`src/verilog/screw_monitor_consts.vh`:
```
/*
 * Constants of the second screw tracking monitor: register offsets,
 * field positions, fault patterns and tracking limits.
 * Assumes inclusion by its bare name from the monitor module.
 */
`ifndef SCREW_MONITOR_CONSTS_VH
`define SCREW_MONITOR_CONSTS_VH

// Register byte offsets
`define REG_CONTROL 8'h00
`define REG_STATE 8'h04
`define REG_FAULT_STATUS 8'h08
`define REG_MOTION_COUNT 8'h0c
`define REG_LARGE_COUNT 8'h10
`define REG_IRQ_STATUS 8'h14
`define REG_IRQ_MASK 8'h18

// Control register fields
`define CTRL_SCREW_IGNORE 0
`define CTRL_SOFT_RESET 1

// State register fields
`define STATE_SECOND_CHANCE 0
`define STATE_LARGE_STEP 1
`define STATE_CMD_BLOCK 2

// Interrupt status fields
`define IRQ_TRACK_FAULT 0
`define IRQ_LARGE_STEP 1
`define IRQ_OVERRUN_FAULT 2
`define IRQ_PHASE_CHANGE 3
`define IRQ_WIDTH 4

// Sensor phase bit value within the discretes byte
`define PHASE_MASK 8'h20

// Fault patterns merged into the fault status word
`define TRACK_FAULT_BITS 16'h8200
`define OVERRUN_FAULT_BITS 16'h0a00

// Tracking limits: step and motion in 16-bit position counts, large steps as an 8-bit pass count
`define STEP_LIMIT 16'h000c
`define MOTION_LIMIT 16'h0032
`define LARGE_STEP_MAX 8'h0a

// Reset values
`define FAULT_RESET 16'h0000
`define IRQ_MASK_RESET 4'h0

`endif

```
`src/verilog/second_screw_tracking_monitor.v`:
```
/*
 * Second screw tracking monitor. Once per evaluation pass it samples the
 * rotation sensor phase and the focus position, accumulates motion within
 * each sensor state, filters large steps and shuts the drive down when the
 * tracking tolerance is exceeded. Registers sit on a plain strobe port.
 * Tracking registers take their next values from one combinational
 * block; sticky interrupt flags are built one per event bit.
 * Assumes pass strobe, discretes and position are synchronous to i_clock,
 * and that the drive logic outside acts on the shutdown pulse.
 */
// Function
// Phase change clears motion count; nothing else tracked that pass.
// Without phase change, step is saved position minus current position.
// Step within plus or minus 12 is smooth and clears large-step flag.
// Step beyond plus or minus 12 sets large-step flag.
// Positions are 14-bit values shifted left into 16 bits.
// Smooth pass adds the step to the motion count.
// Each analysed pass saves its step as previous step; code saves only smooth steps, a large step keeps the old one.
// Each analysed pass saves current position for the next pass; code skips this on phase-change and overrun passes.
// Motion count reaching plus or minus 50 is a tracking fault.
// Tracking fault merges 8200H into the fault status word.
// Tracking fault sets second-chance flag and shuts the drive down.
// Every large-step pass increments the large-step counter.
// Counter equal to 10 merges 0A00H and shuts the drive down.
// Counter below 10 adds previous step instead; pass finishes normally.
// About ten passes per sensor state at full drive rate.
// Screw-ignore flag skips phase and tracking analysis.
// Phase is bit value 32 of discretes, compared by exclusive-or.
// Failure with second chance set blocks later position commands.
// Reset clears all tracking state and the second-chance flag.
`timescale 1ns/1ps
`include "screw_monitor_consts.vh"

module second_screw_tracking_monitor (
	input wire i_clock,
	input wire i_reset_n,
	input wire i_eval_pass,
	input wire [7:0] i_discretes,
	input wire [15:0] i_position,
	input wire [7:0] i_addr,
	input wire [31:0] i_wdata,
	input wire i_write,
	input wire i_read,
	output reg [31:0] o_rdata,
	output reg o_drive_shutdown,
	output reg o_cmd_block,
	output wire o_irq
);

	reg reset_meta_n;
	reg reset_n;
	reg screw_ignore_flag;
	reg sensor_phase_sample;
	reg [15:0] in_state_motion_count;
	reg [15:0] prev_in_state_position;
	reg [15:0] prev_step_value;
	reg large_step_flag;
	reg [7:0] large_step_counter;
	reg second_chance_flag;
	reg [15:0] fault_status_word;
	wire [`IRQ_WIDTH-1:0] irq_status;
	reg [`IRQ_WIDTH-1:0] irq_mask;

	wire soft_reset;
	wire control_write;
	wire mask_write;
	wire irq_clear;
	wire [15:0] current_position;
	wire phase_now;
	wire phase_changed;
	wire [15:0] step;
	wire step_small;
	wire step_not_above;
	wire step_not_below;
	wire [7:0] next_large_count;
	wire overrun;
	wire [15:0] addend;
	wire [15:0] next_motion_count;
	wire bound_exceeded_flag;
	wire count_high;
	wire count_low;
	wire analyse;
	wire track_fault;
	wire overrun_fault;
	wire [`IRQ_WIDTH-1:0] irq_events;
	reg [31:0] next_rdata;
	reg next_sensor_phase_sample;
	reg [15:0] next_in_state_motion_count;
	reg [15:0] next_prev_in_state_position;
	reg [15:0] next_prev_step_value;
	reg next_large_step_flag;
	reg [7:0] next_large_step_counter;
	reg next_second_chance_flag;
	reg [15:0] next_fault_status_word;
	reg next_cmd_block;
	reg next_drive_shutdown;

	// Reset release through two flip-flops
	always @(posedge i_clock or negedge i_reset_n) begin
		if (!i_reset_n) begin
			reset_meta_n <= 1'b0;
			reset_n <= 1'b0;
		end else begin
			reset_meta_n <= 1'b1;
			reset_n <= reset_meta_n;
		end
	end

	// Register write decode and soft reset pulse
	assign control_write = i_write && (i_addr == `REG_CONTROL);
	assign mask_write = i_write && (i_addr == `REG_IRQ_MASK);
	assign irq_clear = i_write && (i_addr == `REG_IRQ_STATUS);
	assign soft_reset = control_write && i_wdata[`CTRL_SOFT_RESET];

	// Position word arrives already shifted; limits are in 16-bit units
	assign current_position = i_position;
	assign phase_now = |(i_discretes & `PHASE_MASK);
	assign phase_changed = phase_now ^ sensor_phase_sample;
	assign analyse = i_eval_pass && !screw_ignore_flag;

	// Step and its symmetric bound test
	assign step = prev_in_state_position - current_position;
	assign step_not_above = $signed(step) <= $signed(`STEP_LIMIT);
	assign step_not_below = $signed(step) >= -$signed(`STEP_LIMIT);
	assign step_small = step_not_above && step_not_below;

	// Large-step counting and overrun test
	assign next_large_count = large_step_counter + 8'h01;
	assign overrun = !step_small &&
		(next_large_count == `LARGE_STEP_MAX);

	// Substitute the previous step for a questionable one
	assign addend = step_small ? step : prev_step_value;
	assign next_motion_count = in_state_motion_count + addend;
	assign count_high =
		$signed(next_motion_count) >= $signed(`MOTION_LIMIT);
	assign count_low =
		$signed(next_motion_count) <= -$signed(`MOTION_LIMIT);
	assign bound_exceeded_flag = count_high || count_low;

	// Fault events of this pass
	assign overrun_fault = analyse && !phase_changed && overrun;
	assign track_fault = analyse && !phase_changed && !overrun &&
		bound_exceeded_flag;

	// Next tracking state; soft reset beats any pass
	always @* begin
		next_sensor_phase_sample = sensor_phase_sample;
		next_in_state_motion_count = in_state_motion_count;
		next_prev_in_state_position = prev_in_state_position;
		next_prev_step_value = prev_step_value;
		next_large_step_flag = large_step_flag;
		next_large_step_counter = large_step_counter;
		next_second_chance_flag = second_chance_flag;
		next_fault_status_word = fault_status_word;
		next_cmd_block = o_cmd_block;
		next_drive_shutdown = 1'b0;
		if (soft_reset) begin
			next_sensor_phase_sample = 1'b0;
			next_in_state_motion_count = 16'h0000;
			next_prev_in_state_position = 16'h0000;
			next_prev_step_value = 16'h0000;
			next_large_step_flag = 1'b0;
			next_large_step_counter = 8'h00;
			next_second_chance_flag = 1'b0;
			next_fault_status_word = `FAULT_RESET;
			next_cmd_block = 1'b0;
		end else if (analyse) begin
			next_sensor_phase_sample = phase_now;
			if (phase_changed) begin
				next_in_state_motion_count = 16'h0000;
			end else if (overrun) begin
				next_large_step_flag = 1'b1;
				next_large_step_counter = next_large_count;
				next_fault_status_word = fault_status_word |
					`OVERRUN_FAULT_BITS;
				next_drive_shutdown = 1'b1;
			end else begin
				if (step_small) begin
					next_large_step_flag = 1'b0;
				end else begin
					next_large_step_flag = 1'b1;
					next_large_step_counter = next_large_count;
				end
				next_in_state_motion_count = next_motion_count;
				next_prev_step_value = addend;
				next_prev_in_state_position = current_position;
				if (bound_exceeded_flag) begin
					next_fault_status_word = fault_status_word |
						`TRACK_FAULT_BITS;
					next_second_chance_flag = 1'b1;
					next_drive_shutdown = 1'b1;
					if (second_chance_flag) begin
						next_cmd_block = 1'b1;
					end
				end
			end
		end
	end

	// Sensor phase seen on the last analysed pass
	always @(posedge i_clock or negedge reset_n) begin
		if (!reset_n) begin
			sensor_phase_sample <= 1'b0;
		end else begin
			sensor_phase_sample <= next_sensor_phase_sample;
		end
	end

	// Motion accumulated within the current sensor state
	always @(posedge i_clock or negedge reset_n) begin
		if (!reset_n) begin
			in_state_motion_count <= 16'h0000;
		end else begin
			in_state_motion_count <= next_in_state_motion_count;
		end
	end

	// Previous in-state position sample
	always @(posedge i_clock or negedge reset_n) begin
		if (!reset_n) begin
			prev_in_state_position <= 16'h0000;
		end else begin
			prev_in_state_position <= next_prev_in_state_position;
		end
	end

	// Step kept as a substitute for a later large step
	always @(posedge i_clock or negedge reset_n) begin
		if (!reset_n) begin
			prev_step_value <= 16'h0000;
		end else begin
			prev_step_value <= next_prev_step_value;
		end
	end

	// Large-step flag of the last analysed pass
	always @(posedge i_clock or negedge reset_n) begin
		if (!reset_n) begin
			large_step_flag <= 1'b0;
		end else begin
			large_step_flag <= next_large_step_flag;
		end
	end

	// Large-step occurrences, wraps at 8 bits
	always @(posedge i_clock or negedge reset_n) begin
		if (!reset_n) begin
			large_step_counter <= 8'h00;
		end else begin
			large_step_counter <= next_large_step_counter;
		end
	end

	// Sticky second-chance flag, cleared only by a reset
	always @(posedge i_clock or negedge reset_n) begin
		if (!reset_n) begin
			second_chance_flag <= 1'b0;
		end else begin
			second_chance_flag <= next_second_chance_flag;
		end
	end

	// Command block after a repeated tracking failure
	always @(posedge i_clock or negedge reset_n) begin
		if (!reset_n) begin
			o_cmd_block <= 1'b0;
		end else begin
			o_cmd_block <= next_cmd_block;
		end
	end

	// Fault status word, bits only ever merged in
	always @(posedge i_clock or negedge reset_n) begin
		if (!reset_n) begin
			fault_status_word <= `FAULT_RESET;
		end else begin
			fault_status_word <= next_fault_status_word;
		end
	end

	// One-cycle shutdown command on either fault
	always @(posedge i_clock or negedge reset_n) begin
		if (!reset_n) begin
			o_drive_shutdown <= 1'b0;
		end else begin
			o_drive_shutdown <= next_drive_shutdown;
		end
	end

	// Screw-ignore bit of the control register
	always @(posedge i_clock or negedge reset_n) begin
		if (!reset_n) begin
			screw_ignore_flag <= 1'b0;
		end else if (control_write) begin
			screw_ignore_flag <= i_wdata[`CTRL_SCREW_IGNORE];
		end
	end

	// Interrupt mask register
	always @(posedge i_clock or negedge reset_n) begin
		if (!reset_n) begin
			irq_mask <= `IRQ_MASK_RESET;
		end else if (mask_write) begin
			irq_mask <= i_wdata[`IRQ_WIDTH-1:0];
		end
	end

	// Sticky event bits, write one to clear, a new event wins
	assign irq_events = {
		analyse && phase_changed,
		overrun_fault,
		analyse && !phase_changed && !step_small,
		track_fault
	};

	// One sticky flag per event bit, set beats a same-cycle clear
	genvar bit_index;
	generate
		for (bit_index = 0; bit_index < `IRQ_WIDTH;
			bit_index = bit_index + 1) begin : irq_bits
			reg sticky;
			always @(posedge i_clock or negedge reset_n) begin
				if (!reset_n) begin
					sticky <= 1'b0;
				end else if (irq_events[bit_index]) begin
					sticky <= 1'b1;
				end else if (irq_clear && i_wdata[bit_index]) begin
					sticky <= 1'b0;
				end
			end
			assign irq_status[bit_index] = sticky;
		end
	endgenerate

	assign o_irq = |(irq_status & irq_mask);

	// Read multiplexer; unmapped addresses read zero
	always @* begin
		next_rdata = 32'h00000000;
		case (i_addr)
		`REG_CONTROL: begin
			next_rdata[`CTRL_SCREW_IGNORE] = screw_ignore_flag;
		end
		`REG_STATE: begin
			next_rdata[`STATE_SECOND_CHANCE] = second_chance_flag;
			next_rdata[`STATE_LARGE_STEP] = large_step_flag;
			next_rdata[`STATE_CMD_BLOCK] = o_cmd_block;
		end
		`REG_FAULT_STATUS: begin
			next_rdata[15:0] = fault_status_word;
		end
		`REG_MOTION_COUNT: begin
			next_rdata[15:0] = in_state_motion_count;
		end
		`REG_LARGE_COUNT: begin
			next_rdata[7:0] = large_step_counter;
		end
		`REG_IRQ_STATUS: begin
			next_rdata[`IRQ_WIDTH-1:0] = irq_status;
		end
		`REG_IRQ_MASK: begin
			next_rdata[`IRQ_WIDTH-1:0] = irq_mask;
		end
		default: begin
			next_rdata = 32'h00000000;
		end
		endcase
	end

	// Read data stand one cycle after the strobe, zero otherwise
	always @(posedge i_clock or negedge reset_n) begin
		if (!reset_n) begin
			o_rdata <= 32'h00000000;
		end else if (i_read) begin
			o_rdata <= next_rdata;
		end else begin
			o_rdata <= 32'h00000000;
		end
	end

endmodule

```
`config.mk`:
```
export PLATFORM = sky130hd
export DESIGN_NAME = second_screw_tracking_monitor
export DESIGN_NICKNAME = d
export VERILOG_FILES = /design/src/verilog/second_screw_tracking_monitor.v
export VERILOG_INCLUDE_DIRS = /design/src /design/src/verilog
export SDC_FILE = /design/constraint.sdc
export NUM_CORES = 1
export LEC_CHECK = 0
export ABC_AREA = 1
export BUFFER_PORTS_ARGS = -buffer_cell sky130_fd_sc_hd__buf_4
export CAP_MARGIN = 20
export CORE_MARGIN = 4
export CORE_UTILIZATION = 45
export DETAILED_ROUTE_END_ITERATION = 8
export PLACE_DENSITY = 0.66
export SYNTH_ARGS = -nofsm -noshare
export SYNTH_HDL_FRONTEND = slang
export SYNTH_SLANG_ARGS = --single-unit
export TNS_END_PERCENT = 1
```
`constraint.sdc`:
```
create_clock -name i_clock -period 8.5 [get_ports i_clock]
set_input_delay 1.7 -clock i_clock [delete_from_list [all_inputs] [get_ports i_clock]]
set_output_delay 1.7 -clock i_clock [all_outputs]
set_load 0.02 [all_outputs]
```
Word-level counts from Yosys, hierarchy flattened
Index checks and enable logic that the tools add are counted.
- bits in registers: 120
- bits in latches: 0
- RAM bits: 0
- memory bits (read-only): 0
- input bits: 69
- output and inout bits: 35
- logic and storage cells: 143
- memories: 0
- add/subtract/negate cells: 3
- $mul: 0
- div/mod/pow operators: 0
- $lt $le $gt $ge: 4
- eq/ne operators: 11
- shifts and indexed selects: 0
- muxes and demuxes: 60
- bitwise gates (word level): 2
- reduce and logical (&&, ||, !) cells: 41
- operators by type and width (cell ; number):
    two-way mux 16 bit ; 19
    two-way mux 8 bit ; 5
    two-way mux 1 bit ; 31
    equality test 8 x 4 -> 1 bit (second input constant) ; 3
    equality test 8 x 5 -> 1 bit (second input constant) ; 3
    logical AND 1 bit ; 17
    adder 16 bit ; 1
    greater-or-equal comparator 16 x 5 -> 1 bit (second input constant) ; 1
    greater-or-equal comparator 16 x 7 -> 1 bit (second input constant) ; 1
    less-or-equal comparator 16 x 5 -> 1 bit (second input constant) ; 1
    less-or-equal comparator 16 x 7 -> 1 bit (second input constant) ; 1
    one-hot mux 8 bit (2 select lines) ; 1
    nonzero test 2 bit ; 8
    subtractor 16 bit ; 1
    one-hot mux 2 bit (6 select lines) ; 1
    one-hot mux 4 bit (3 select lines) ; 1
    AND reduction 3 bit ; 4
    adder 8 x 1 -> 8 bit (second input constant) ; 1
    equality test 8 x 3 -> 1 bit (second input constant) ; 1
    logical NOT 8 bit ; 1
    one-hot mux 1 bit (7 select lines) ; 1
    one-hot mux 1 bit (5 select lines) ; 1
    AND reduction 5 bit ; 1
    AND 4 bit ; 1
    other kinds (10) ; 15

Depth between registers and ports, before layout
Gate-level depths: netlist of the first run.
- depth after elaboration: 12
- depth in mapped cells: 39
- mapped depth without buffers: 38

Worst setup path after synthesis of the first run
No wires, ideal clock.
- path type: in2reg
- from: input port i_position[0]
- to: register fault_status_word[9]
- setup time: 118 ps
- data arrival time: 5611 ps
- data required time: 8382 ps
- setup slack: 2771 ps
- cell stages on the path: 33
- path buffers: 0
- cell sequence: ha_1 -> fa_1 -> inv_1 -> nand3_1 -> nand3_1 -> nand3_1 -> nand3_1 -> nand2_1 -> nand2_1 -> nand2_1 -> nor2_1 -> nand3_2 -> nand2_1 -> nor2_1 -> a21oi_1 -> ha_1 -> inv_1 -> fa_1 -> or2_2 -> nor2_1 -> nand3_1 -> nand2_1 -> nor2_1 -> nor3_1 -> nand3_1 -> nor2_1 -> nand4_1 -> nor2_1 -> nand3_2 -> nand2_2 -> nand2_2 -> nand3_1 -> nand2_1
- word-level cells in the longest chain between the ends: 9
- elaborated cells on any way between the ends: 17
- classes of those cells: add/sub (2); order compare (4); mux (5); reduce/logical (6)
- ends and longest elaborated chain (element ; RTL line ; RTL):
    start, declared ; second_screw_tracking_monitor.v:39 ; input wire [15:0] i_position,
    subtractor 16 bit (*) ; second_screw_tracking_monitor.v:122 ; assign step = prev_in_state_position - current_position;
    less-or-equal comparator 16 x 5 -> 1 bit or greater-or-equal comparator 16 x 5 -> 1 bit (tied branches) ; second_screw_tracking_monitor.v:123, second_screw_tracking_monitor.v:124 ;
    logical AND 1 bit ; second_screw_tracking_monitor.v:125 ; assign step_small = step_not_above && step_not_below;
    two-way mux 16 bit or logical NOT 1 bit (tied branches) ; second_screw_tracking_monitor.v:133, second_screw_tracking_monitor.v:129 ;
    adder 16 bit or logical AND 1 bit (tied branches) ; second_screw_tracking_monitor.v:134, second_screw_tracking_monitor.v:129 ;
    greater-or-equal comparator 16 x 7 -> 1 bit (tied with other cells) ; second_screw_tracking_monitor.v:136 ; $signed(next_motion_count) >= $signed(`MOTION_LIMIT);
    logical OR 1 bit or two-way mux 16 bit (tied branches) ; second_screw_tracking_monitor.v:139, second_screw_tracking_monitor.v:170 ;
    nonzero test 3 bit (no source line) or two-way mux 16 bit (tied branches) ; -- ;
    AND reduction 3 bit (no source line) or two-way mux 16 bit (tied branches) ; -- ;
    end signal, assigned ; second_screw_tracking_monitor.v:276 ; fault_status_word <= `FAULT_RESET;
    end signal, assigned ; second_screw_tracking_monitor.v:278 ; fault_status_word <= next_fault_status_word;
    end, declared ; second_screw_tracking_monitor.v:60 ; reg [15:0] fault_status_word;
Mark *: on every way between the ends. The rest lies on a longest branch, timed or not. The select of a mux whose other input is x is not followed.
A chain may end at the register's enable or synchronous reset.

Final worst setup path of the first run
Ends and elaborated chain as after synthesis.

==> results.cfg, run 1 <==
[run_status]
outcome = finished clean

[setup_path]
critPathCaptureType = flip-flop
critPathArrivalTime_ns = 6.94
critPathMaxStageDelay_ns = 0.44
cp_slowest_cell = fa_1
worstPathMaxFanout = 13
critPathKind = in2reg
crit_path_frequent_cell = nand2_1
critPathRequiredTime_ns = 8.75
worstSetupStartpointType = input port

[synthesis]
postSynthAreaPerCell_um2 = 7.15
synth.distinct_cells = 42
synth_enable_flop_cells = 0
syn_inst = 873
ys_seq_area_frac = 0.365
syn_area_um2 = 6240
ys_seq_elements = 91
synth_warnings = 0
synth-async-reset-ratio = 1.00
ys.flop_type = dfrtp_1

[grt]
antenna_found_initial = 0
globalRouteMet2Util = 0.308
grt_pass1_vias = 5245
grt_util_all_layers = 0.192
gr-usage-met3 = 0.0356
grt_max_degree = 58
top_usage_layer = met2
grt_pass1_wl_um = 25100
grt_overflow = 0
grt_use_met1 = 0.275

[final_layout]
drive_gt1_frac = 0.103
n_fill_cell = 1325
final_common_cell = nand2_1
mostFrequentLayoutCells = nand2_1 (217), inv_1 (161), dfrtp_1 (90)
n_antenna_cell = 0
area_growth_pct = 13.0
nNetsFinal = 1030

[placement]
gp_congestion = 0.942
hpwl_um = 11400
placement.io_buffers = 52
pre_cts_ws_ns = 1.53

[timing]
grt_setup_unrepaired = no
tightest_slew_ns = 0.762
max_freq_mhz = 149
maxSlewHeadroom = 0.488
slew_viol_final = 0
fin_crit_sh = 0.787
fin_crit_ns = 6.69
tns_ns = 0
setup_viol = 0
hold_viol_final = 0
fin_skew_ns = 0.00990
fin_ws_ns = 1.81

[cts]
clk_pin_slew_ns = 0.07
ctsHoldBuffers = 0
numCtsBuffers = 9
clk_latency_ns = 0.35
cts_setup_buffers = 0
cts_sinks = 91
cts_resized = 0
htreeDepth = 3
cts_tree = yes
clock-root-buffer = clkbuf_16
cts_max_path_buffers = 2

[routing]
num_vias = 5611
wl_per_cell_um = 13.5
wirelength_um = 14900
drcViolationCount = 0
post_drt_via_cell_ratio = 5.07
drt_iter0_drc = 367
postRouteAntennaNets = 0
firstDrtPassIters = 5

[floorplan]
placement_rows = 42
initial_core_util = 0.466
coreArea_um2 = 13400
die_y_um = 126
ioPinCount = 104
dieArea_um2 = 15800
die_w_um = 126

[min_path]
hp-class = reg2reg

[pwr]
p_leak_nw = 3.87
max-vdd-ir-drop_mv = 0.135
power.density_nw_per_um2 = 331

[run]
cap_violations = 0
synthesized netlist by cell type (all sizes together) (2+ instances only):
| cell type | number | area [µm²] |
|---|---|---|
| inv | 161 | 604 |
| o21ai | 59 | 295 |
| a21boi | 2 | 15.0 |
| nor2 | 56 | 233 |
| dfrtp | 91 | 2280 |
| nor3 | 15 | 80.1 |
| xor2 | 11 | 96.3 |
| conb | 2 | 7.51 |
| a31oi | 2 | 12.5 |
| and2 | 2 | 12.5 |
| nand2 | 225 | 865 |
| buf | 29 | 213 |
| nand4 | 16 | 100 |
| a21oi | 28 | 140 |
| ha | 34 | 425 |
| o21a | 2 | 15.0 |
| nand3b | 7 | 52.6 |
| o22ai | 31 | 194 |
| nand3 | 78 | 415 |
| nor4 | 2 | 12.5 |
| a21o | 2 | 15.0 |
| o32ai | 2 | 17.5 |
| or2 | 2 | 12.5 |
| fa | 2 | 40.0 |
| xnor2 | 4 | 35.0 |
power by group:
part | internal (mW) | total, mW | switching [mW]
clock | 0.266 | 0.443 | 0.177
sequential | 0.563 | 0.644 | 0.0814
combinational | 0.446 | 1.25 | 0.800
total | 1.27 | 2.33 | 1.06
sequential cells by signal, summed over array words and instances (netlist names), 3 cells and up:
signal / count
fault_status_word: 3
in_state_motion_count: 16
irq_bits.sticky: 4
irq_mask: 4
large_step_counter: 8
o_rdata: 16
prev_in_state_position: 16
prev_step_value: 16
final cells by class:
cell class	instances	area, µm²	area share
Multi-Input combinational cell	605	3200	0.453
Sequential cell	91	2280	0.323
Inverter	162	608	0.0862
Timing Repair Buffer	56	420	0.0596
Clock inverter	6	88.8	0.0126
Tap cell	176	220	0.0312
Clock buffer	10	239	0.0339
worst max-delay path: cells and delay by family:
| kind | cells | cell delay, ns |
|---|---|---|
| simple gates | 28 | 3.74 |
| compound gates | 1 | 0.17 |
| buf+inv | 2 | 0.25 |
| fa+ha+maj | 3 | 1.06 |
through the flow:
step / instance area (µm²) / total power [mW] / hold slack [ns] / instances / util
5_1_grt: 7050 / 2.57 / 0.367 / 1106 / 0.526
4_1_cts: 7050 / 2.34 / 0.359 / 1106 / 0.526
6_report: 7050 / 2.33 / 0.357 / 1106 / 0.526
2_1_floorplan: 6300 / 1.61 / 0.331 / 888 / -
3_5_place_dp: 6730 / 1.88 / 0.339 / 1090 / 0.502
3_3_place_gp: 6730 / 1.86 / 0.335 / 1090 / 0.502
metal layers:
| metal | wire length [µm] | share of wire |
|---|---|---|
| met5 | 0 | 0 |
| met4 | 133 | 0.0089 |
| met3 | 572 | 0.038 |
| met2 | 6880 | 0.46 |
| met1 | 7360 | 0.49 |
cell families after synthesis:
group,count (synthesis),synth area share
simple gates,404,0.287
other cells,2,0.00120
buf+inv,192,0.132
fa+ha+maj,36,0.0746
flops,91,0.365
xor+xnor,15,0.0210
compound gates,133,0.119
worst paths after layout:
check	from	end	slack, ns	cells after the start
max in group asynchronous	reset_n$_DFF_PN0_	prev_step_value[10]$_DFFE_PN0P_	7.18	1
worst min-delay path	reset_meta_n$_DFF_PN0_	reset_n$_DFF_PN0_	0.36	0
worst max register to register	prev_in_state_position[0]$_DFFE_PN0P_	fault_status_word[9]$_DFFE_PN0P_	2.92	34
worst max-delay path	i_position[0]	fault_status_word[9]$_DFFE_PN0P_	1.81	34
min in group asynchronous	reset_n$_DFF_PN0_	prev_in_state_position[13]$_DFFE_PN0P_	0.40	0
worst min register to register	reset_meta_n$_DFF_PN0_	reset_n$_DFF_PN0_	0.36	0
Power figures use the tool's default switching activity.
==> run 2: changes to the inputs <==
--- a/config.mk
+++ b/config.mk
@@ -12,7 +12,7 @@
 export CORE_MARGIN = 4
 export CORE_UTILIZATION = 45
 export DETAILED_ROUTE_END_ITERATION = 8
-export PLACE_DENSITY = 0.66
+export PLACE_DENSITY = 0.69
 export SYNTH_ARGS = -nofsm -noshare
 export SYNTH_HDL_FRONTEND = slang
 export SYNTH_SLANG_ARGS = --single-unit
==> constraint.sdc (replaced) <==
create_clock -name i_clock -period 5.7 [get_ports i_clock]
set_input_delay 1.14 -clock i_clock [delete_from_list [all_inputs] [get_ports i_clock]]
set_output_delay 1.14 -clock i_clock [all_outputs]
set_load 0.02 [all_outputs]
==> results.cfg, run 2 (synthesis gave the netlist of run 1 again) <==
[placement]
dpl-instance-area_um2 = 7030
hpwl_um = 11500
gp_congestion = 0.920
place_inst = 1130
placement.io_buffers = 52

[cts]
clk_latency_ns = 0.36
cts_setup_buffers = 0
numCtsBuffers = 9
clk_pin_slew_ns = 0.07
ctsHoldBuffers = 0
htreeDepth = 3
cts_sinks = 91
cts_max_path_buffers = 2
clock-root-buffer = clkbuf_16
cts_tree = yes

[pwr]
comb_power_share = 0.587
power_switching_mw = 1.65
max-vdd-ir-drop_mv = 0.191
p_leak_nw = 4.04
p_seq_frac = 0.262
power.density_nw_per_um2 = 499
p_sw_frac = 0.451
p_clk_frac = 0.152
p_int_mw = 2.01

[routing]
postRouteAntennaNets = 0
firstDrtPassIters = 5
wl_per_cell_um = 13.1
num_vias = 5756
drcViolationCount = 0
drt_iter0_drc = 358
post_drt_via_cell_ratio = 5.03
wirelength_um = 15000

[timing]
fin_crit_ns = 5.31
tightest_slew_ns = 0.764
slew_viol_final = 0
max_freq_mhz = 188
fin_crit_sh = 0.932
setup_viol = 0
fin_skew_ns = 0.0113
whs_ns = 0.330
maxSlewHeadroom = 0.489
hold_viol_final = 0

[final_layout]
fin_cells = 1145
drive_gt1_frac = 0.152
mostFrequentLayoutCells = nand2_1 (212), inv_1 (161), buf_4 (96)
stdcell_area_um2 = 7350
nNetsFinal = 1070
fin_util = 0.548
area_growth_pct = 17.8
n_antenna_cell = 0
final_common_cell = nand2_1

[setup_path]
reg2reg_from = prev_in_state_position[0]$_DFFE_PN0P_
r2r_end = fault_status_word[9]$_DFFE_PN0P_
critPathCaptureType = flip-flop
critPathRequiredTime_ns = 5.95
cp_slowest_cell = fa_1
critPathArrivalTime_ns = 5.56
critPathKind = in2reg
reg2reg_slack_ns = 0.93
worstSetupStartpointType = input port
worstPathMaxFanout = 4
critPathMaxStageDelay_ns = 0.46
reg2reg_depth = 34

[floorplan]
die_y_um = 126
dieArea_um2 = 15800
coreArea_um2 = 13400
die_w_um = 126
initial_core_util = 0.466
ioPinCount = 104
placement_rows = 42

[min_path]
hp-class = reg2async

[grt]
grt_pass1_vias = 5448
grt_max_degree = 46
grt_pass1_wl_um = 25400
antenna_found_initial = 0
grt_util_all_layers = 0.195
grt_overflow = 0

[run_status]
outcome = finished clean

[run]
cap_violations = 0
-- run 2: area by class of cell --
cell class	instances	area, µm²
inverter	162	608
clock buffer	11	233
multi-input combinational	605	3260
clock inverter	4	28.8
timing repair buffer	96	721
sequential	91	2280
fill	1323	6050
tap	176	220
-- run 2: how the worst max path moves through the flow --
stage / startpoint / to / slack, ns
floorplan: i_position[0] / fault_status_word[9]$_DFFE_PN0P_ / 0.53
global placement: i_position[0] / fault_status_word[9]$_DFFE_PN0P_ / -0.14
detailed placement: i_position[0] / fault_status_word[9]$_DFFE_PN0P_ / -0.17
CTS: i_position[0] / fault_status_word[9]$_DFFE_PN0P_ / 0.18
global route: i_position[0] / fault_status_word[9]$_DFFE_PN0P_ / -0.005
finish: i_position[0] / fault_status_word[9]$_DFFE_PN0P_ / 0.39
-- run 2: metal layers --
metal,up-vias,global-route usage,part of all wire
met5,-,0,0
met4,0,0.0650,0.022
met3,27,0.0432,0.058
met2,155,0.300,0.45
met1,2606,0.273,0.47
li1,2968,-,-
-- run 2: critical path, delay by kind of cell --
family / cells / cell delay, ns
adders and majority gates: 4 / 1.28
AOI/OAI and AO/OA: 1 / 0.13
buffers and inverters: 3 / 0.26
and+or+nand+nor: 26 / 2.74
-- run 2: timing repair --
action / 4_1_cts / 5_1_grt
resized for setup: 0 / 18
hold endpoints to repair: 0 / 0
endpoints found under the setup margin: 0 / 6
-- run 2: power by group through the flow --
stage | sequential, mW | combinational, mW | clock [mW]
after floorplan | 0.946 | 1.45 | 0
after global placement | 0.963 | 2.05 | 0
after detailed placement | 0.971 | 2.08 | 0
after CTS | 0.959 | 2.10 | 0.573
after global routing | 0.982 | 2.46 | 0.597
final | 0.959 | 2.15 | 0.556
-- run 2: through the flow --
step	setup WS [ns]	setup TNS, ns	power [mW]
final	0.386	0	3.67
after global routing	-0.00491	-0.00491	4.04
after CTS	0.182	0	3.63
after detailed placement	-0.174	-0.797	3.05
after global placement	-0.139	-0.610	3.01
after floorplan	0.531	0	2.40
==> run 3: changes to the inputs <==
--- a/config.mk
+++ b/config.mk
@@ -12,7 +12,8 @@
 export CORE_MARGIN = 4
 export CORE_UTILIZATION = 45
 export DETAILED_ROUTE_END_ITERATION = 8
-export PLACE_DENSITY = 0.69
+export PLACE_DENSITY = 0.75
+export SKIP_CTS_REPAIR_TIMING = 1
 export SYNTH_ARGS = -nofsm -noshare
 export SYNTH_HDL_FRONTEND = slang
 export SYNTH_SLANG_ARGS = --single-unit
==> results.cfg, run 3 (synthesis gave the netlist of run 1 again) <==
[timing]
maxSlewHeadroom = 0.378
hold_viol_final = 0
fin_crit_ns = 5.32
tightest_slew_ns = 0.932
fin_ws_ns = 0.375
slew_viol_final = 0
whs_ns = 0.178
max_freq_mhz = 188
fin_crit_sh = 0.934
setup_viol = 0
fin_skew_ns = 0.0124

[pwr]
p_clk_frac = 0.159
comb_power_share = 0.594
p_int_mw = 2.13
power_switching_mw = 1.73
p_seq_frac = 0.247
p_sw_frac = 0.448
max-vdd-ir-drop_mv = 0.253
power_mw = 3.87
p_leak_nw = 4.13
power.density_nw_per_um2 = 515

[setup_path]
crit_path_frequent_cell = nand2_1
critPathCaptureType = flip-flop
worstPathMaxFanout = 8
cp_slowest_cell = o21ai_0
critPathArrivalTime_ns = 5.58
critPathRequiredTime_ns = 5.96
critPathKind = in2reg
r2r_end = fault_status_word[9]$_DFFE_PN0P_
cp-startpoint = i_position[0]
worstSetupStartpointType = input port
reg2reg_from = prev_in_state_position[0]$_DFFE_PN0P_
worstSetupEndpoint = fault_status_word[9]$_DFFE_PN0P_
reg2reg_slack_ns = 0.92
critPathMaxStageDelay_ns = 0.39
reg2reg_depth = 35

[grt]
grt_max_degree = 76
grt_overflow = 0
grt_util_all_layers = 0.192
grt_pass1_wl_um = 25300
antenna_found_initial = 0
grt_pass1_vias = 5495

[floorplan]
dieArea_um2 = 15800
coreArea_um2 = 13400
placement_rows = 42
initial_core_util = 0.466
ioPinCount = 104
die_w_um = 126
die_y_um = 126

[routing]
postRouteAntennaNets = 0
wirelength_um = 15100
drt_iter0_drc = 359
wl_per_cell_um = 13.0
num_vias = 5852
post_drt_via_cell_ratio = 5.05
firstDrtPassIters = 5
drcViolationCount = 0

[cts]
numCtsBuffers = 9
cts_max_path_buffers = 2
htreeDepth = 3
clk_pin_slew_ns = 0.08
cts_tree = yes
clock-root-buffer = clkbuf_16
clk_latency_ns = 0.36
cts_sinks = 91

[final_layout]
nNetsFinal = 1083
mostFrequentLayoutCells = nand2_1 (212), inv_1 (161), buf_4 (109)
final_common_cell = nand2_1
drive_gt1_frac = 0.170
n_antenna_cell = 0
area_growth_pct = 20.2
stdcell_area_um2 = 7500

[placement]
hpwl_um = 11600
placement.io_buffers = 52
dpl-instance-area_um2 = 7120
pre_cts_ws_ns = -0.270
gp_congestion = 0.929

[run_status]
outcome = finished clean

[min_path]
hp-class = reg2async

[run]
cap_violations = 0
==> run 3: final cells by class <==
| class | instances | area (µm²) |
|---|---|---|
| clock inverters | 7 | 76.3 |
| inverters | 162 | 608 |
| well taps | 176 | 220 |
| flip-flops and latches | 91 | 2280 |
| repair buffers | 109 | 818 |
| multi-input cells | 605 | 3280 |
| fillers | 1307 | 5900 |
| clock buffers | 9 | 225 |
==> run 3: routing by layer <==
metal | up-vias | GRT usage | wire length, µm | part of all wire
li1 | 3000 | - | - | -
met1 | 2693 | 0.263 | 7010 | 0.47
met2 | 136 | 0.309 | 7080 | 0.47
met3 | 23 | 0.0288 | 646 | 0.043
met4 | 0 | 0.0738 | 318 | 0.021
met5 | - | 0 | 0 | 0
==> run 3: how the worst min path moves through the flow <==
stage / endpoint / slack (ns) / cells past startpoint
2_1_floorplan: reset_n$_DFF_PN0_ / 0.33 / 0
4_1_cts: prev_in_state_position[14]$_DFFE_PN0P_ / 0.19 / 0
6_report: sensor_phase_sample$_DFFE_PN0P_ / 0.18 / 0
3_3_place_gp: sensor_phase_sample$_DFFE_PN0P_ / 0.18 / 0
5_1_grt: sensor_phase_sample$_DFFE_PN0P_ / 0.20 / 0
3_5_place_dp: sensor_phase_sample$_DFFE_PN0P_ / 0.18 / 0
==> run 3: critical path, delay by kind of cell <==
| family | cells | cell delay (ns) |
|---|---|---|
| fa+ha+maj | 3 | 0.96 |
| compound gates | 2 | 0.47 |
| buf+inv | 5 | 0.60 |
| simple gates | 25 | 2.38 |
==> run 3: power by group through the flow <==
stage	clock network (mW)	registers (mW)	logic [mW]
floorplan	0	0.946	1.45
global placement	0	0.959	2.16
detailed placement	0	0.966	2.19
CTS	0.629	0.955	2.21
global route	0.649	0.980	2.59
finish	0.613	0.956	2.30
==> run 3: through the flow <==
stage | cells | TNS (ns) | utilization
final | 1159 | 0 | 0.560
after global routing | 1159 | -0.0400 | 0.560
after CTS | 1158 | 0 | 0.554
after detailed placement | 1142 | -1.30 | 0.531
after global placement | 1142 | -0.805 | 0.531
after floorplan | 888 | 0 | -
